**src/calendar_pkg.sv**
```systemverilog
// Shared constants for the shadow-committed calendar block.
// Assumes a byte-wide register port indexed by the register index.
package calendar_pkg;

  // ----------------------------------------------------------------
  // Register port geometry
  // ----------------------------------------------------------------
  localparam int ADDR_W = 6;
  localparam int DATA_W = 8;
  localparam int NSLOT = 14;
  localparam int SLOT_W = 4;

  // ----------------------------------------------------------------
  // Register indices
  // ----------------------------------------------------------------
  localparam logic [5:0] IDX_CTRL = 6'h00;
  localparam logic [5:0] IDX_ALARM_HOUR = 6'h09;
  localparam logic [5:0] IDX_SCRATCH_A = 6'h0B;
  localparam logic [5:0] IDX_UPDATE = 6'h0C;
  localparam logic [5:0] IDX_SCRATCH_B = 6'h1F;
  localparam logic [5:0] IDX_SCRATCH_C = 6'h20;
  localparam logic [5:0] IDX_SCRATCH_D = 6'h21;
  localparam logic [5:0] IDX_SECONDS = 6'h01;

  // Storage slots; slots 0 to 9 equal their register index.
  localparam int SL_CTRL = 0;
  localparam int SL_SEC = 1;
  localparam int SL_MIN = 2;
  localparam int SL_HOUR = 3;
  localparam int SL_DAY = 4;
  localparam int SL_MON = 5;
  localparam int SL_YEAR = 6;
  localparam int SL_ASEC = 7;
  localparam int SL_AMIN = 8;
  localparam int SL_AHOUR = 9;
  localparam int SL_SCR_A = 10;

  // ----------------------------------------------------------------
  // Control register bit positions
  // ----------------------------------------------------------------
  localparam int CTL_RUN = 7;
  localparam int CTL_GATE = 6;
  localparam int CTL_TEST = 5;
  localparam int CTL_CLKSEL = 2;
  localparam int CTL_LEAP = 1;
  localparam int CTL_PEND = 0;

  // Writable bits per slot, slot 13 first; reserved bits read zero.
  localparam logic [NSLOT-1:0][7:0] SLOT_MASK = {
    8'hFF, 8'hFF, 8'hFF, 8'hFF, 8'h1F, 8'h3F, 8'h3F,
    8'h7F, 8'h0F, 8'h1F, 8'h1F, 8'h3F, 8'h3F, 8'hE4};
  // Values after reset, slot 13 first: day and month start at one.
  localparam logic [NSLOT-1:0][7:0] SLOT_RST = {
    8'h00, 8'h00, 8'h00, 8'h00, 8'h00, 8'h00, 8'h00,
    8'h00, 8'h01, 8'h01, 8'h00, 8'h00, 8'h00, 8'h00};

  // ----------------------------------------------------------------
  // Codes and calendar limits
  // ----------------------------------------------------------------
  localparam logic [7:0] CODE_COMMIT = 8'hA5;
  localparam logic [7:0] CODE_IDLE = 8'h5A;
  localparam logic [7:0] SEC_LAST = 8'h3B;
  localparam logic [7:0] HOUR_LAST = 8'h17;
  localparam logic [7:0] MON_LAST = 8'h0C;
  localparam logic [7:0] FIRST = 8'h01;
  localparam int SLOW_OSC_DIV = 32768;

  typedef enum logic [1:0] {CM_IDLE = 2'b01, CM_COPY = 2'b10} commit_t;

  // Returns {valid, slot} for a register index.
  function automatic logic [SLOT_W:0] slot_of(input logic [ADDR_W-1:0] a);
    unique case (a)
      IDX_SCRATCH_A: slot_of = {1'b1, 4'hA};
      IDX_SCRATCH_B: slot_of = {1'b1, 4'hB};
      IDX_SCRATCH_C: slot_of = {1'b1, 4'hC};
      IDX_SCRATCH_D: slot_of = {1'b1, 4'hD};
      default: slot_of = {(a <= IDX_ALARM_HOUR), a[SLOT_W-1:0]};
    endcase
  endfunction : slot_of

  // Years are counted from a leap year, so every fourth one is leap.
  function automatic logic is_leap(input logic [7:0] year);
    is_leap = (year[1:0] == 2'h0);
  endfunction : is_leap

  function automatic logic [7:0] days_in(input logic [7:0] mon, input logic leap);
    unique case (mon)
      8'h02: days_in = leap ? 8'h1D : 8'h1C;
      8'h04, 8'h06, 8'h09, 8'h0B: days_in = 8'h1E;
      default: days_in = 8'h1F;
    endcase
  endfunction : days_in

endpackage : calendar_pkg

```
**src/calendar_shadow.sv**
```systemverilog
// Shadow-committed calendar with hour/minute/second alarm.
// Assumes a byte register port whose read data is taken the cycle after the read strobe.
// Behaviour
// RULE_01: Calendar advances only while control bit 7 is set.
// RULE_02: Alarm pending flag sets on an occurrence only when bit 6 is set.
// RULE_03: Test bit 5 swaps the slow oscillator for the fast one.
// RULE_04: Bit 2 picks internal (0) or external (1) slow oscillator.
// RULE_05: Bit 1 reads the leap-year state; reads 1 after reset.
// RULE_06: Writing 1 to bit 0 clears the alarm pending flag; 0 leaves it.
// RULE_07: Software keeps the run bit low while writing time registers.
// RULE_08: Software writes all time registers before setting the run bit.
// RULE_09: Seconds, minutes, hours at indices 1 to 3, reset to zero.
// RULE_10: Day and month reset to one, year at index 6 resets to zero.
// RULE_11: Alarm seconds, minutes, hours at indices 7 to 9, reset zero.
// RULE_12: Four free scratch bytes at 0x0B, 0x1F, 0x20, 0x21.
// RULE_13: Register writes land in backup copies, live values unchanged.
// RULE_14: Writing the commit code to index 0x0C copies backups to live.
// RULE_15: After the copy the update register returns to its idle code.
// RULE_16: Update register and pending bit writes skip the backup path.
// RULE_17: Software does not write while the commit code is held.
// RULE_18: Pending clear takes effect at once, without a commit.
// RULE_19: Running time equal to alarm time raises an alarm occurrence.
// RULE_20: Fields roll at 60, 60, 24, month length and 12, with carry.
`timescale 1ns/100ps
module calendar_shadow #(
  parameter int SEC_DIV = calendar_pkg::SLOW_OSC_DIV
) (
  input wire logic i_clk,
  input wire logic i_rstn,
  input wire logic [calendar_pkg::ADDR_W-1:0] i_addr,
  input wire logic [calendar_pkg::DATA_W-1:0] i_wdata,
  input wire logic i_wr,
  input wire logic i_rd,
  input wire logic i_internal_slow_osc,
  input wire logic i_external_slow_osc,
  input wire logic i_high_speed_osc,
  output logic [calendar_pkg::DATA_W-1:0] o_rdata,
  output logic o_alarm_pending,
  output logic o_running
);
  import calendar_pkg::*;

  // ----------------------------------------------------------------
  // State
  // ----------------------------------------------------------------
  typedef struct packed {
    logic [NSLOT-1:0][7:0] live;
    logic [NSLOT-1:0][7:0] backup;
    logic [NSLOT-1:0] dirty;
    logic pend;
    logic [7:0] upd;
    commit_t cm;
    logic [7:0] rdata;
  } cal_state_t;

  cal_state_t s_r;
  cal_state_t s_nxt;
  logic tick;
  logic adv;
  logic hit;
  logic clr;
  logic leap;
  logic [SLOT_W:0] wdec;
  logic [SLOT_W:0] rdec;
  logic [NSLOT-1:0][7:0] t;

  assign leap = is_leap(s_r.live[SL_YEAR]);
  assign wdec = slot_of(i_addr);
  assign rdec = slot_of(i_addr);

  // ----------------------------------------------------------------
  // Second tick
  // ----------------------------------------------------------------
  calendar_tick #(
    .DIV(SEC_DIV)
  ) u_tick (
    .i_clk(i_clk),
    .i_rstn(i_rstn),
    .i_run(s_r.live[SL_CTRL][CTL_RUN]),
    .i_test_en(s_r.live[SL_CTRL][CTL_TEST]),
    .i_clk_sel(s_r.live[SL_CTRL][CTL_CLKSEL]),
    .i_internal_slow_osc(i_internal_slow_osc),
    .i_external_slow_osc(i_external_slow_osc),
    .i_high_speed_osc(i_high_speed_osc),
    .o_tick(tick)
  );

  // ----------------------------------------------------------------
  // Next-state logic
  // ----------------------------------------------------------------
  always_comb begin
    s_nxt = s_r;
    t = s_r.live;
    clr = 1'b0;
    // The copy cycle wins over a tick; the lost second is a known limitation.
    adv = tick && s_r.live[SL_CTRL][CTL_RUN] && (s_r.cm == CM_IDLE); // [RULE_01]

    // Calendar advance with carries.
    if (adv) begin
      if (s_r.live[SL_SEC] == SEC_LAST) begin // [RULE_20]
        t[SL_SEC] = 8'h00;
        if (s_r.live[SL_MIN] == SEC_LAST) begin
          t[SL_MIN] = 8'h00;
          if (s_r.live[SL_HOUR] == HOUR_LAST) begin
            t[SL_HOUR] = 8'h00;
            if (s_r.live[SL_DAY] >= days_in(s_r.live[SL_MON], leap)) begin
              t[SL_DAY] = FIRST;
              if (s_r.live[SL_MON] >= MON_LAST) begin
                t[SL_MON] = FIRST;
                t[SL_YEAR] = (s_r.live[SL_YEAR] + FIRST) & SLOT_MASK[SL_YEAR];
              end else begin
                t[SL_MON] = s_r.live[SL_MON] + FIRST;
              end
            end else begin
              t[SL_DAY] = s_r.live[SL_DAY] + FIRST;
            end
          end else begin
            t[SL_HOUR] = s_r.live[SL_HOUR] + FIRST;
          end
        end else begin
          t[SL_MIN] = s_r.live[SL_MIN] + FIRST;
        end
      end else begin
        t[SL_SEC] = s_r.live[SL_SEC] + FIRST;
      end
    end
    s_nxt.live = t;

    // Alarm occurrence is judged on the newly reached time.
    hit = adv && (t[SL_SEC] == s_r.live[SL_ASEC]) && // [RULE_19]
          (t[SL_MIN] == s_r.live[SL_AMIN]) && (t[SL_HOUR] == s_r.live[SL_AHOUR]);

    // Commit: only slots written since the last commit are copied, so a
    // commit of the alarm alone does not rewind a running clock.
    unique case (s_r.cm)
      CM_IDLE: begin
      end
      CM_COPY: begin
        for (int i = 0; i < NSLOT; i++) begin
          if (s_r.dirty[i]) begin
            s_nxt.live[i] = s_r.backup[i]; // [RULE_14]
          end
        end
        s_nxt.dirty = '0;
        s_nxt.upd = CODE_IDLE; // [RULE_15]
        s_nxt.cm = CM_IDLE;
      end
    endcase

    // Register writes.
    if (i_wr) begin
      if (i_addr == IDX_UPDATE) begin
        s_nxt.upd = i_wdata; // [RULE_16]
        if (i_wdata == CODE_COMMIT) begin
          s_nxt.cm = CM_COPY; // [RULE_14]
        end
      end else if (wdec[SLOT_W]) begin
        s_nxt.backup[wdec[SLOT_W-1:0]] = i_wdata & SLOT_MASK[wdec[SLOT_W-1:0]]; // [RULE_13]
        s_nxt.dirty[wdec[SLOT_W-1:0]] = 1'b1;
        clr = (wdec[SLOT_W-1:0] == SLOT_W'(SL_CTRL)) && i_wdata[CTL_PEND]; // [RULE_18]
      end
    end

    // A new occurrence with bit 6 set in the clearing cycle keeps the flag set.
    if (hit && s_r.live[SL_CTRL][CTL_GATE]) begin // [RULE_02]
      s_nxt.pend = 1'b1;
    end else if (clr) begin
      s_nxt.pend = 1'b0; // [RULE_06]
    end

    // Read data stands for one cycle only, zero otherwise.
    s_nxt.rdata = 8'h00;
    if (i_rd) begin
      if (i_addr == IDX_UPDATE) begin
        s_nxt.rdata = s_r.upd;
      end else if (rdec[SLOT_W]) begin
        s_nxt.rdata = s_r.live[rdec[SLOT_W-1:0]]; // [RULE_12]
        if (rdec[SLOT_W-1:0] == SLOT_W'(SL_CTRL)) begin
          s_nxt.rdata[CTL_LEAP] = leap; // [RULE_05]
          s_nxt.rdata[CTL_PEND] = s_r.pend;
        end
      end
    end
  end

  // ----------------------------------------------------------------
  // State register
  // ----------------------------------------------------------------
  always_ff @(posedge i_clk or negedge i_rstn) begin
    if (!i_rstn) begin
      s_r.live <= SLOT_RST; // [RULE_09] [RULE_10] [RULE_11]
      s_r.backup <= SLOT_RST;
      s_r.dirty <= '0;
      s_r.pend <= 1'b0;
      s_r.upd <= CODE_IDLE;
      s_r.cm <= CM_IDLE;
      s_r.rdata <= 8'h00;
    end else begin
      s_r <= s_nxt;
    end
  end

  assign o_rdata = s_r.rdata;
  assign o_alarm_pending = s_r.pend;
  assign o_running = s_r.live[SL_CTRL][CTL_RUN];
endmodule : calendar_shadow

```
**src/calendar_tick.sv**
```systemverilog
// One-second tick generator for the calendar.
// Assumes the oscillator levels arrive synchronous to i_clk.
`timescale 1ns/100ps
module calendar_tick #(
  parameter int DIV = calendar_pkg::SLOW_OSC_DIV
) (
  input wire logic i_clk,
  input wire logic i_rstn,
  input wire logic i_run,
  input wire logic i_test_en,
  input wire logic i_clk_sel,
  input wire logic i_internal_slow_osc,
  input wire logic i_external_slow_osc,
  input wire logic i_high_speed_osc,
  output logic o_tick
);
  import calendar_pkg::*;

  localparam int CW = $clog2(DIV);

  typedef struct packed {
    logic prev;
    logic [CW-1:0] cnt;
    logic tick;
  } tick_state_t;

  tick_state_t s_r;
  tick_state_t s_nxt;
  logic src;

  // ----------------------------------------------------------------
  // Source selection and division
  // ----------------------------------------------------------------
  always_comb begin
    src = i_test_en ? i_high_speed_osc : // [RULE_03]
          (i_clk_sel ? i_external_slow_osc : i_internal_slow_osc); // [RULE_04]
    s_nxt = s_r;
    s_nxt.prev = src;
    s_nxt.tick = 1'b0;
    // A stopped calendar restarts a full second after the run bit sets.
    if (!i_run) begin
      s_nxt.cnt = '0;
    end else if (src && !s_r.prev) begin
      if (s_r.cnt == CW'(DIV - 1)) begin
        s_nxt.cnt = '0;
        s_nxt.tick = 1'b1;
      end else begin
        s_nxt.cnt = s_r.cnt + CW'(1);
      end
    end
  end

  always_ff @(posedge i_clk or negedge i_rstn) begin
    if (!i_rstn) begin
      s_r <= '0;
    end else begin
      s_r <= s_nxt;
    end
  end

  assign o_tick = s_r.tick;

endmodule : calendar_tick

```
**config.mk**
```make
export PLATFORM = sky130hd
export DESIGN_NAME = calendar_shadow
export DESIGN_NICKNAME = d
export VERILOG_FILES = /design/src/calendar_pkg.sv /design/src/calendar_shadow.sv /design/src/calendar_tick.sv
export SDC_FILE = /design/constraint.sdc
export NUM_CORES = 1
export LEC_CHECK = 0
export BUFFER_PORTS_ARGS = -buffer_cell sky130_fd_sc_hd__buf_2
export CAP_MARGIN = 20
export CORE_MARGIN = 2
export CORE_UTILIZATION = 50
export DETAILED_ROUTE_END_ITERATION = 8
export GPL_TIMING_DRIVEN = 0
export PLACE_DENSITY = 0.65
export SLEW_MARGIN = 20
export SYNTH_ARGS = -nofsm -noshare
export SYNTH_HDL_FRONTEND = slang
export SYNTH_SLANG_ARGS = --single-unit
```
**constraint.sdc**
```tcl
create_clock -name i_clk -period 7.4 [get_ports i_clk]
set_input_delay 0.37 -clock i_clk [delete_from_list [all_inputs] [get_ports i_clk]]
set_output_delay 0.37 -clock i_clk [all_outputs]
set_load 0.005 [all_outputs]
```
==> run summary, run 1 <==
Buffers on Ports: 27
initial core utilization: 51.1%
unrepaired setup endpoints after global routing: false
Area growth syn-to-layout: 12.0%
Clock Tree Root: clkbuf_16
site row count: 59
Max VDD drop: 0.000213 V
Worst Setup Path Type: flip-flop to flip-flop
Die Area: 28100 µm²
Worst-Skew Late Latency: 0.55 ns
type of origin of the critical path: flip-flop
Tot GR Track Use: 27.7%
drt pass-1 iters: 5
layout cells sized above 1: 19.2%
initial antenna violation count: 0
top cell type's share of synthesized area: 49.5%
ys flop type: dfrtp_1
yosys warns: 0
Power Density: 224 nW/µm²
vias per inst: 6.08
DP Cell Count: 1650
Worst-Margin Slew: 1.08 ns
sequential share of the synthesized area: 51.3%
cell leakage power: 6.85 nW
vias in the first global route: 10200
HPWL Detailed: 27600 µm
critical path arrival: 3.88 ns
CP endpoint kind: flip-flop
largest cells by area after synthesis: dfrtp_1, mux2_2, nand2_1, o21ai_0, nor2_1
# H-tree levels: 1
largest net degree at the start of global routing: 101
HP Class: input port to flip-flop
Rel. slew slack: 27.5%
Net Switching: 0.805 mW
Fillers: 2264
nets: 1381
ANT cells: 0
Final min period: 3.44 ns
global route overflow: 0
CP Data Required Time: 7.84 ns
area leader, netlist: dfrtp_1
Worst-path clk slew: 0.07 ns
post-CTS sizing: 0
internal power: 2.55 mW
post-DR wirelength/cell: 22.6 µm
Post-Layout Cell Count: 1704
switching share of power: 24.0%
clk buf depth: 3
number of flops mapped to enable cells by yosys: 0
final setup fails: 0
Num Clock Sinks: 274
synthesized cell area: 13400 µm²
max-cap violation count: 0
core area: 26200 µm²
period utilisation layout: 46.5%
Logic pwr share: 6.9%
final hold viol count: 0
Post-Syn Instances: 1286
Boundary Pins: 31
Post-CTS Setup Bufs: 0
outcome: finished clean
syn nets: 1320
Vias: 10400
CTS tree: done
antenna-violating nets left: 0
Yosys cell types: 78
Mean Syn Cell Area: 10.4 µm²
FMAX: 290 MHz
Synth Register Bits: 274
Synth async-reset ratio: 100%
CTS buffer count: 29
fin. max-slew vios: 0
final setup skew: 0.0138 ns
global placement routability congestion: 0.985
Hold-fix buffers, CTS: 1
Clk network pwr share: 44.6%
Post-Route WL: 38400 µm
Remaining DRCs: 0
Die W: 168 µm
initial DRC count: 912
Total Neg Setup Slack: 0 ns
Reg power frac: 48.5%
chip height: 168 µm
crit-path max FO: 10
first-pass GRT wire length: 59800 µm
-- layout make-up --
type                            count  area, µm²  share of cell area (%)
Sequential cell                   274       6870                    45.8
Multi-Input combinational cell    910       6070                    40.5
Clock buffer                       38        810                    5.40
Tap cell                          335        419                    2.79
Buffer                             75        349                    2.33
Timing Repair Buffer               30        210                    1.40
Clock inverter                     15        166                    1.11
Inverter                           27        101                   0.676
-- registers in the layout, summed over array words and instances (netlist names) --
name	flops
u_tick.o_tick	1
o_alarm_pending	1
u_tick.s_r	16
o_rdata	8
o_running	1
s_r	247
-- worst max-delay path, stage by stage, from the launching register on --
cell,delay (ns)
dfrtp_1,0.50
ha_1,0.21
clkbuf_1,0.38
nand4_1,0.19
clkbuf_1,0.32
a2111oi_0,0.58
o32ai_1,0.18
a2111oi_0,0.41
nand4_1,0.22
o31ai_1,0.34
-- power by group through the flow --
| stage | sequential, mW | combinational (mW) | clock [mW] |
|---|---|---|---|
| after global placement | 1.65 | 0.219 | 0 |
| after detailed placement | 1.65 | 0.230 | 0 |
| final | 1.63 | 0.230 | 1.50 |
| after global routing | 1.64 | 0.254 | 1.57 |
| after CTS | 1.63 | 0.231 | 1.51 |
| after floorplan | 1.64 | 0.134 | 0 |
-- worst paths after layout --
| check | from | end | slack (ns) | depth (start not counted) |
|---|---|---|---|---|
| min in group asynchronous | i_rstn | u_tick.s_r[12]$_DFFE_PN0P_ | 0.41 | 2 |
| setup / recovery | s_r[153]$_DFF_PN0_ | o_alarm_pending$_DFFE_PN0P_ | 3.96 | 9 |
| hold reg to reg | s_r[26]$_DFF_PN0_ | s_r[26]$_DFF_PN0_ | 0.48 | 1 |
| max in group asynchronous | i_rstn | s_r[118]$_DFFE_PN0P_ | 6.09 | 3 |
| setup reg to reg | s_r[153]$_DFF_PN0_ | o_alarm_pending$_DFFE_PN0P_ | 3.96 | 9 |
| hold / removal | i_high_speed_osc | u_tick.s_r[16]$_DFF_PN0_ | 0.09 | 3 |
-- synth_stat cells (all sizes together), types with 7 or more instances --
master    n
dfrtp   265
a21oi    57
xnor2    32
buf      31
ha       13
xor2      8
nand3    39
and2     35
o21ai    81
inv      27
clkbuf   44
nand2   145
nand2b    7
and3     10
nor3     22
mux2i    16
dfstp     9
o22ai    41
a21boi    9
a21o      7
o22a      8
o221ai    8
nor2     92
a31oi    18
nand4    23
or3       7
nor2b    13
mux2    129
nor4     11
-- cells by family (layout without fill, tap and decap cells) --
logic type	after synthesis	in the layout	share of synthesized area (%)
XOR/XNOR	41	41	2.79
buffers and inverters	102	185	3.36
multiplexers	145	145	12.0
AO/OA/AOI/OAI	284	284	13.4
flip-flops	274	274	51.3
AND/OR/NAND/NOR	427	427	15.9
adder cells (fa/ha/maj)	13	13	1.21
-- metrics by stage --
stage / instance area [µm²] / hold slack [ns] / util [%] / setup slack, ns / power (mW)
2_1_floorplan: 13400 / 0.0744 / - / 4.89 / 1.77
3_3_place_gp: 13900 / 0.458 / 53.2 / 0.980 / 1.87
3_5_place_dp: 14000 / 0.403 / 53.5 / 4.10 / 1.88
4_1_cts: 15000 / 0.0858 / 57.2 / 4.08 / 3.37
5_1_grt: 15000 / 0.0930 / 57.2 / 3.86 / 3.46
6_report: 15000 / 0.0931 / 57.2 / 3.96 / 3.35
-- layout by cell type (no fill, tap or decap), types with 7 or more instances in the layout --
| master | count |
|---|---|
| a21o_1 | 7 |
| a21oi_1 | 56 |
| a31oi_1 | 18 |
| and2_1 | 34 |
| and3_1 | 10 |
| buf_1 | 7 |
| buf_2 | 38 |
| buf_4 | 10 |
| clkbuf_1 | 48 |
| clkbuf_16 | 29 |
| clkinv_2 | 7 |
| dfrtp_1 | 265 |
| dfstp_2 | 9 |
| ha_1 | 13 |
| inv_1 | 27 |
| mux2_2 | 129 |
| mux2i_1 | 16 |
| nand2_1 | 143 |
| nand2b_1 | 7 |
| nand3_1 | 38 |
| nand4_1 | 23 |
| nor2_1 | 91 |
| nor2b_1 | 13 |
| nor3_1 | 19 |
| nor4_1 | 9 |
| o21ai_0 | 78 |
| o221ai_1 | 8 |
| o22a_1 | 8 |
| o22ai_1 | 41 |
| xnor2_1 | 32 |
| xor2_1 | 8 |
-- per-layer routing --
metal	vias to the layer above	share of wire [%]	global-route usage (%)
met5	-	0	0
met4	0	3.5	10.1
met3	94	6.7	4.68
met2	342	46	43.1
met1	5175	44	39.3
li1	4749	-	-
No activity file was read; power rests on OpenSTA's default activity.
==> run 2, diff against run 1 <==
==> constraint.sdc (replaced) <==
create_clock -name i_clk -period 3.6 [get_ports i_clk]
set_input_delay 0.18 -clock i_clk [delete_from_list [all_inputs] [get_ports i_clk]]
set_output_delay 0.18 -clock i_clk [all_outputs]
set_load 0.005 [all_outputs]
==> run summary, run 2 (same netlist as run 1, synthesis figures left out) <==
Total Neg Setup Slack: 0 ns (unchanged)
delay-heaviest family, CP: compound AO/OA/AOI/OAI gates (unchanged)
post-CTS sizing: 0 (unchanged)
FMAX: 291 MHz (was 290 MHz)
crit-path cells: ha_1 -> clkbuf_1 -> nand4_1 -> clkbuf_1 -> a2111oi_0 -> o32ai_1 -> a2111oi_0 -> nand4_1 -> o31ai_1 (unchanged)
period utilisation layout: 95.4% (was 46.5%)
post-DR wirelength/cell: 22.5 µm (was 22.6 µm)
Area growth syn-to-layout: 12.7% (was 12.0%)
cell leakage power: 6.89 nW (was 6.85 nW)
setup slack after placement: 0.356 ns (was 4.10 ns)
Buffers on Ports: 27 (unchanged)
ANT cells: 0 (unchanged)
CP Data Required Time: 4.04 ns (was 7.84 ns)
initial antenna violation count: 0 (unchanged)
fin area: 15100 µm² (was 15000 µm²)
global route overflow: 0 (unchanged)
Die Area: 28100 µm² (unchanged)
initial DRC count: 916 (was 912)
vias in the first global route: 10200 (about the same)
Num Clock Sinks: 274 (unchanged)
Critical R2R Launch: s_r[153]$_DFF_PN0_ (unchanged)
initial core utilization: 51.1% (unchanged)
CP max stage cell: a2111oi_0 (unchanged)
HP Class: input port to flip-flop (unchanged)
Remaining DRCs: 0 (unchanged)
site row count: 59 (unchanged)
vias per inst: 6.09 (was 6.08)
core area: 26200 µm² (unchanged)
antenna-violating nets left: 0 (unchanged)
outcome: finished clean (unchanged)
Rel. slew slack: 27.4% (was 27.5%)
crit-path max FO: 10 (unchanged)
Clock Tree Root: clkbuf_16 (unchanged)
multi-input logic area: 6070 µm² (unchanged)
Critical Path Source: s_r[153]$_DFF_PN0_ (unchanged)
CP endpoint kind: flip-flop (unchanged)
max-cap violation count: 0 (unchanged)
Boundary Pins: 31 (unchanged)
Reg area: 6870 µm² (unchanged)
type of origin of the critical path: flip-flop (unchanged)
final setup fails: 0 (unchanged)
Final Power: 6.90 mW (was 3.35 mW)
Final WS setup: 0.167 ns (was 3.96 ns)
final setup skew: 0.0102 ns (was 0.0138 ns)
largest net degree at the start of global routing: 101 (unchanged)
Top reg by flops: s_r (unchanged)
Fillers: 2251 (was 2264)
Power Density: 457 nW/µm² (was 224 nW/µm²)
critical path arrival: 3.87 ns (was 3.88 ns)
max reg flops: 247 (unchanged)
leading cell type in the layout, fill and taps excluded: dfrtp_1 (unchanged)
final hold viol count: 0 (unchanged)
fin. max-slew vios: 0 (unchanged)
Worst Setup Path Type: flip-flop to flip-flop (unchanged)
Max VDD drop: 0.000438 V (was 0.000213 V)
reg-to-reg setup timing slack: 0.17 ns (was 3.96 ns)
Worst-path clk slew: 0.07 ns (about the same)
Worst-Skew Late Latency: 0.55 ns (about the same)
WHS: 0.0282 ns (was 0.0931 ns)
Vias: 10400 (about the same)
Die W: 168 µm (unchanged)
Crit path largest cell delay: 0.58 ns (about the same)
layout cells sized above 1: 19.1% (was 19.2%)
CTS buffer count: 29 (unchanged)
Post-Route WL: 38500 µm (was 38400 µm)
leading cell types in the layout, fill and taps excluded: dfrtp_1, nand2_1, mux2_2 (unchanged)
Tot GR Track Use: 27.8% (was 27.7%)
Final min period: 3.43 ns (was 3.44 ns)
first-pass GRT wire length: 60100 µm (was 59800 µm)
worst path bufs/invs: 2 (unchanged)
min-delay src: i_external_slow_osc (was i_high_speed_osc)
clk buf depth: 3 (unchanged)
nets: 1390 (was 1381)
chip height: 168 µm (unchanged)
drt pass-1 iters: 5 (unchanged)
global placement routability congestion: 0.985 (unchanged)
# H-tree levels: 1 (unchanged)
CTS tree: done (unchanged)
placed cell areas: 14000 µm² (unchanged)
unrepaired setup endpoints after global routing: false (unchanged)
Worst-Margin Slew: 1.08 ns (about the same)
HPWL Detailed: 27600 µm (unchanged)
[run 2: cell count changes in the layout (fill, tap and decap cells not counted), sizes merged]
cell / change
dlygate4sd3: +9
[run 2: metal layers]
metal | routed length, µm | vias up | GRT usage, % | part of all wire (%)
met4 | 1320 | 0 | 10.1 | 3.4
li1 | - | 4773 | - | -
met5 | 0 | - | 0 | 0
met3 | 2490 | 92 | 4.68 | 6.5
met1 | 17200 | 5204 | 39.4 | 45
met2 | 17600 | 361 | 43.4 | 46
[run 2: through the flow]
stage	cells	util (%)
2_1_floorplan	1286	-
3_3_place_gp	1648	53.2
4_1_cts	1713	57.6
3_5_place_dp	1650	53.5
6_report	1713	57.6
5_1_grt	1713	57.6
[run 2: final timing paths]
check,cells past startpoint,end
worst max register to register,9,o_alarm_pending$_DFFE_PN0P_
worst max-delay path,9,o_alarm_pending$_DFFE_PN0P_
min in group asynchronous,2,u_tick.s_r[12]$_DFFE_PN0P_
worst min register to register,1,s_r[26]$_DFF_PN0_
max in group asynchronous,3,s_r[169]$_DFF_PN0_
worst min-delay path,4,u_tick.s_r[16]$_DFF_PN0_
[run 2: layout make-up]
type                            instances  area share (%)
Inverter                               27           0.672
Clock inverter                         15            1.10
Buffer                                 75            2.31
Clock buffer                           38            5.37
Sequential cell                       274            45.5
Timing Repair Buffer                   39            1.99
Multi-Input combinational cell        910            40.3
Tap cell                              335            2.78
[run 2: worst min-delay path, cell delays in order]
cell     delay (ns)
buf_2          0.07
mux2_2         0.13
mux2i_1        0.10
inv_1          0.06
[run 2: repair_timing]
item | 4_1_cts | 5_1_grt
hold buffers | 10 | 0
endpoints found under the hold margin | 91 | 0
setup buffers | 0 | 0
[run 2: report_power, final]
group	internal, mW	switching [mW]
combinational	0.189	0.293
sequential	3.26	0.0863
clock	1.80	1.27
total	5.24	1.65
==> run 3, diff against run 2 <==
--- a/config.mk
+++ b/config.mk
@@ -7,11 +7,14 @@
 export LEC_CHECK = 0
 export BUFFER_PORTS_ARGS = -buffer_cell sky130_fd_sc_hd__buf_2
 export CAP_MARGIN = 20
+export CELL_PAD_IN_SITES_DETAIL_PLACEMENT = 2
+export CELL_PAD_IN_SITES_GLOBAL_PLACEMENT = 2
 export CORE_MARGIN = 2
-export CORE_UTILIZATION = 50
+export CORE_UTILIZATION = 42
 export DETAILED_ROUTE_END_ITERATION = 8
 export GPL_TIMING_DRIVEN = 0
-export PLACE_DENSITY = 0.65
+export PLACE_DENSITY = 0.79
+export REMOVE_ABC_BUFFERS = 1
 export SLEW_MARGIN = 20
 export SYNTH_ARGS = -nofsm -noshare
 export SYNTH_HDL_FRONTEND = slang
==> run summary, run 3 (same netlist as run 1, synthesis figures left out) <==
Crit path largest cell delay: 0.70 ns (was 0.58 ns)
Area growth syn-to-layout: 12.4% (was 12.7%)
DP Cell Count: 1647 (was 1650)
ANT cells: 0 (unchanged)
max reg flops: 247 (unchanged)
Final min period: 3.33 ns (was 3.43 ns)
HPWL Detailed: 30600 µm (was 27600 µm)
Worst-Skew Late Latency: 0.58 ns (was 0.55 ns)
global route overflow: 0 (unchanged)
Worst Setup Path Type: flip-flop to flip-flop (unchanged)
drt pass-1 iters: 4 (was 5)
site row count: 65 (was 59)
WHS: 0.0294 ns (was 0.0282 ns)
Tot GR Track Use: 27.8% (about the same)
Die W: 183 µm (was 168 µm)
max-cap violation count: 0 (unchanged)
delay-heaviest family, CP: simple AND/OR/NAND/NOR gates (was compound AO/OA/AOI/OAI gates)
# H-tree levels: 1 (unchanged)
core area: 31500 µm² (was 26200 µm²)
final setup skew: 0.0255 ns (was 0.0102 ns)
type of origin of the critical path: flip-flop (unchanged)
CP endpoint kind: flip-flop (unchanged)
Die Area: 33300 µm² (was 28100 µm²)
Boundary Pins: 31 (unchanged)
vias in the first global route: 11500 (was 10200)
outcome: finished clean (unchanged)
clk buf depth: 3 (unchanged)
leading cell types in the layout, fill and taps excluded: dfrtp_1, nand2_1, mux2_2 (unchanged)
Num Clock Sinks: 274 (unchanged)
largest net degree at the start of global routing: 94 (was 101)
CP max stage cell: dfrtp_1 (was a2111oi_0)
setup slack after placement: -0.192 ns (was 0.356 ns)
Fillers: 3166 (was 2251)
layout cells sized above 1: 19.2% (was 19.1%)
FMAX: 300 MHz (was 291 MHz)
Max VDD drop: 0.000396 V (was 0.000438 V)
critical path arrival: 3.81 ns (was 3.87 ns)
post-DR wirelength/cell: 26.5 µm (was 22.5 µm)
Post-Layout Cell Count: 1715 (was 1713)
Post-Route WL: 45400 µm (was 38500 µm)
cell leakage power: 6.80 nW (was 6.89 nW)
crit-path max FO: 15 (was 10)
chip height: 183 µm (was 168 µm)
CTS tree: done (unchanged)
initial core utilization: 42.5% (was 51.1%)
HP Class: input port to flip-flop (unchanged)
final hold viol count: 0 (unchanged)
CTS buffer count: 31 (was 29)
Remaining DRCs: 0 (unchanged)
period utilisation layout: 92.6% (was 95.4%)
global placement routability congestion: 0.856 (was 0.985)
vias per inst: 6.09 (about the same)
CP Data Required Time: 4.08 ns (was 4.04 ns)
antenna-violating nets left: 0 (unchanged)
Vias: 10400 (about the same)
initial DRC count: 598 (was 916)
Final WS setup: 0.268 ns (was 0.167 ns)
Worst-Margin Slew: 1.08 ns (about the same)
Clock Tree Root: clkbuf_16 (unchanged)
leading cell type in the layout, fill and taps excluded: dfrtp_1 (unchanged)
crit-path cells: and4b_2 -> and4_2 -> mux2i_1 -> xnor2_1 -> a2111oi_0 -> nand4_1 -> o31ai_1 (was ha_1 -> clkbuf_1 -> nand4_1 -> clkbuf_1 -> a2111oi_0 -> o32ai_1 -> a2111oi_0 -> nand4_1 -> o31ai_1)
initial antenna violation count: 4 (was 0)
Final Power: 7.29 mW (was 6.90 mW)
final setup fails: 0 (unchanged)
Top reg by flops: s_r (unchanged)
Power Density: 484 nW/µm² (was 457 nW/µm²)
unrepaired setup endpoints after global routing: false (unchanged)
Buffers on Ports: 30 (was 27)
worst path bufs/invs: 0 (was 2)
Worst-path clk slew: 0.06 ns (was 0.07 ns)
Rel. slew slack: 27.7% (was 27.4%)
first-pass GRT wire length: 70900 µm (was 60100 µm)
fin. max-slew vios: 0 (unchanged)
nets: 1325 (was 1390)
-- run 3: final timing paths --
kind                                  startpoint                           to  slack (ns)  depth (start not counted)
max reg2reg                o_running$_DFFE_PN0P_  o_alarm_pending$_DFFE_PN0P_        0.27                          7
max                        o_running$_DFFE_PN0P_  o_alarm_pending$_DFFE_PN0P_        0.27                          7
min reg2reg                  s_r[65]$_DFFE_PN1P_          s_r[65]$_DFFE_PN1P_        0.48                          2
max in group asynchronous                 i_rstn           s_r[174]$_DFF_PN0_        2.30                          4
min in group asynchronous                 i_rstn   u_tick.s_r[14]$_DFFE_PN0P_        0.12                          2
min                          i_external_slow_osc     u_tick.s_r[16]$_DFF_PN0_        0.03                          4
-- run 3: tightest hold or removal path, delay by kind of cell --
family / cells / cell delay (ns)
muxes: 2 / 0.23
buffers and inverters: 2 / 0.14
-- run 3: layout make-up --
cell class	count	area (µm²)	area share, %
clock inverter	13	224	1.49
multi-input combinational	910	6090	40.5
clock buffer	42	867	5.76
inverter	27	101	0.674
tap	402	503	3.34
sequential	274	6870	45.7
timing repair buffer	47	393	2.61
-- run 3: where the power goes --
| part | internal [mW] | total, mW | switching [mW] |
|---|---|---|---|
| Combinational | 0.183 | 0.500 | 0.317 |
| Sequential | 3.26 | 3.36 | 0.100 |
| Clock | 2.10 | 3.43 | 1.32 |
| Total | 5.54 | 7.29 | 1.74 |
-- run 3: repair_timing --
action,in CTS,in global routing
endpoints found under the setup margin,1,5
endpoints found under the hold margin,187,0
buffers inserted,3,0
pin swaps,1,0
hold buffers,10,0
gates resized for setup,0,2
-- run 3: metrics by stage --
| stage | cell area, µm² | utilization (%) | TNS (ns) |
|---|---|---|---|
| floorplan | 13000 | - | 0 |
| global placement | 13700 | 43.5 | -796.81 |
| detailed placement | 13800 | 43.9 | -2.65 |
| CTS | 15000 | 47.8 | 0 |
| global route | 15000 | 47.8 | 0 |
| finish | 15000 | 47.8 | 0 |
-- run 3: metal layers --
metal / track usage [%] / up-vias / wire (µm) / share of wire, %
met5: 0 / - / 13 / 0.029
met4: 9.06 / 2 / 1560 / 3.4
met3: 3.25 / 91 / 1750 / 3.9
met2: 48.9 / 250 / 22900 / 50
li1: - / 4624 / - / -
met1: 35.9 / 5480 / 19200 / 42
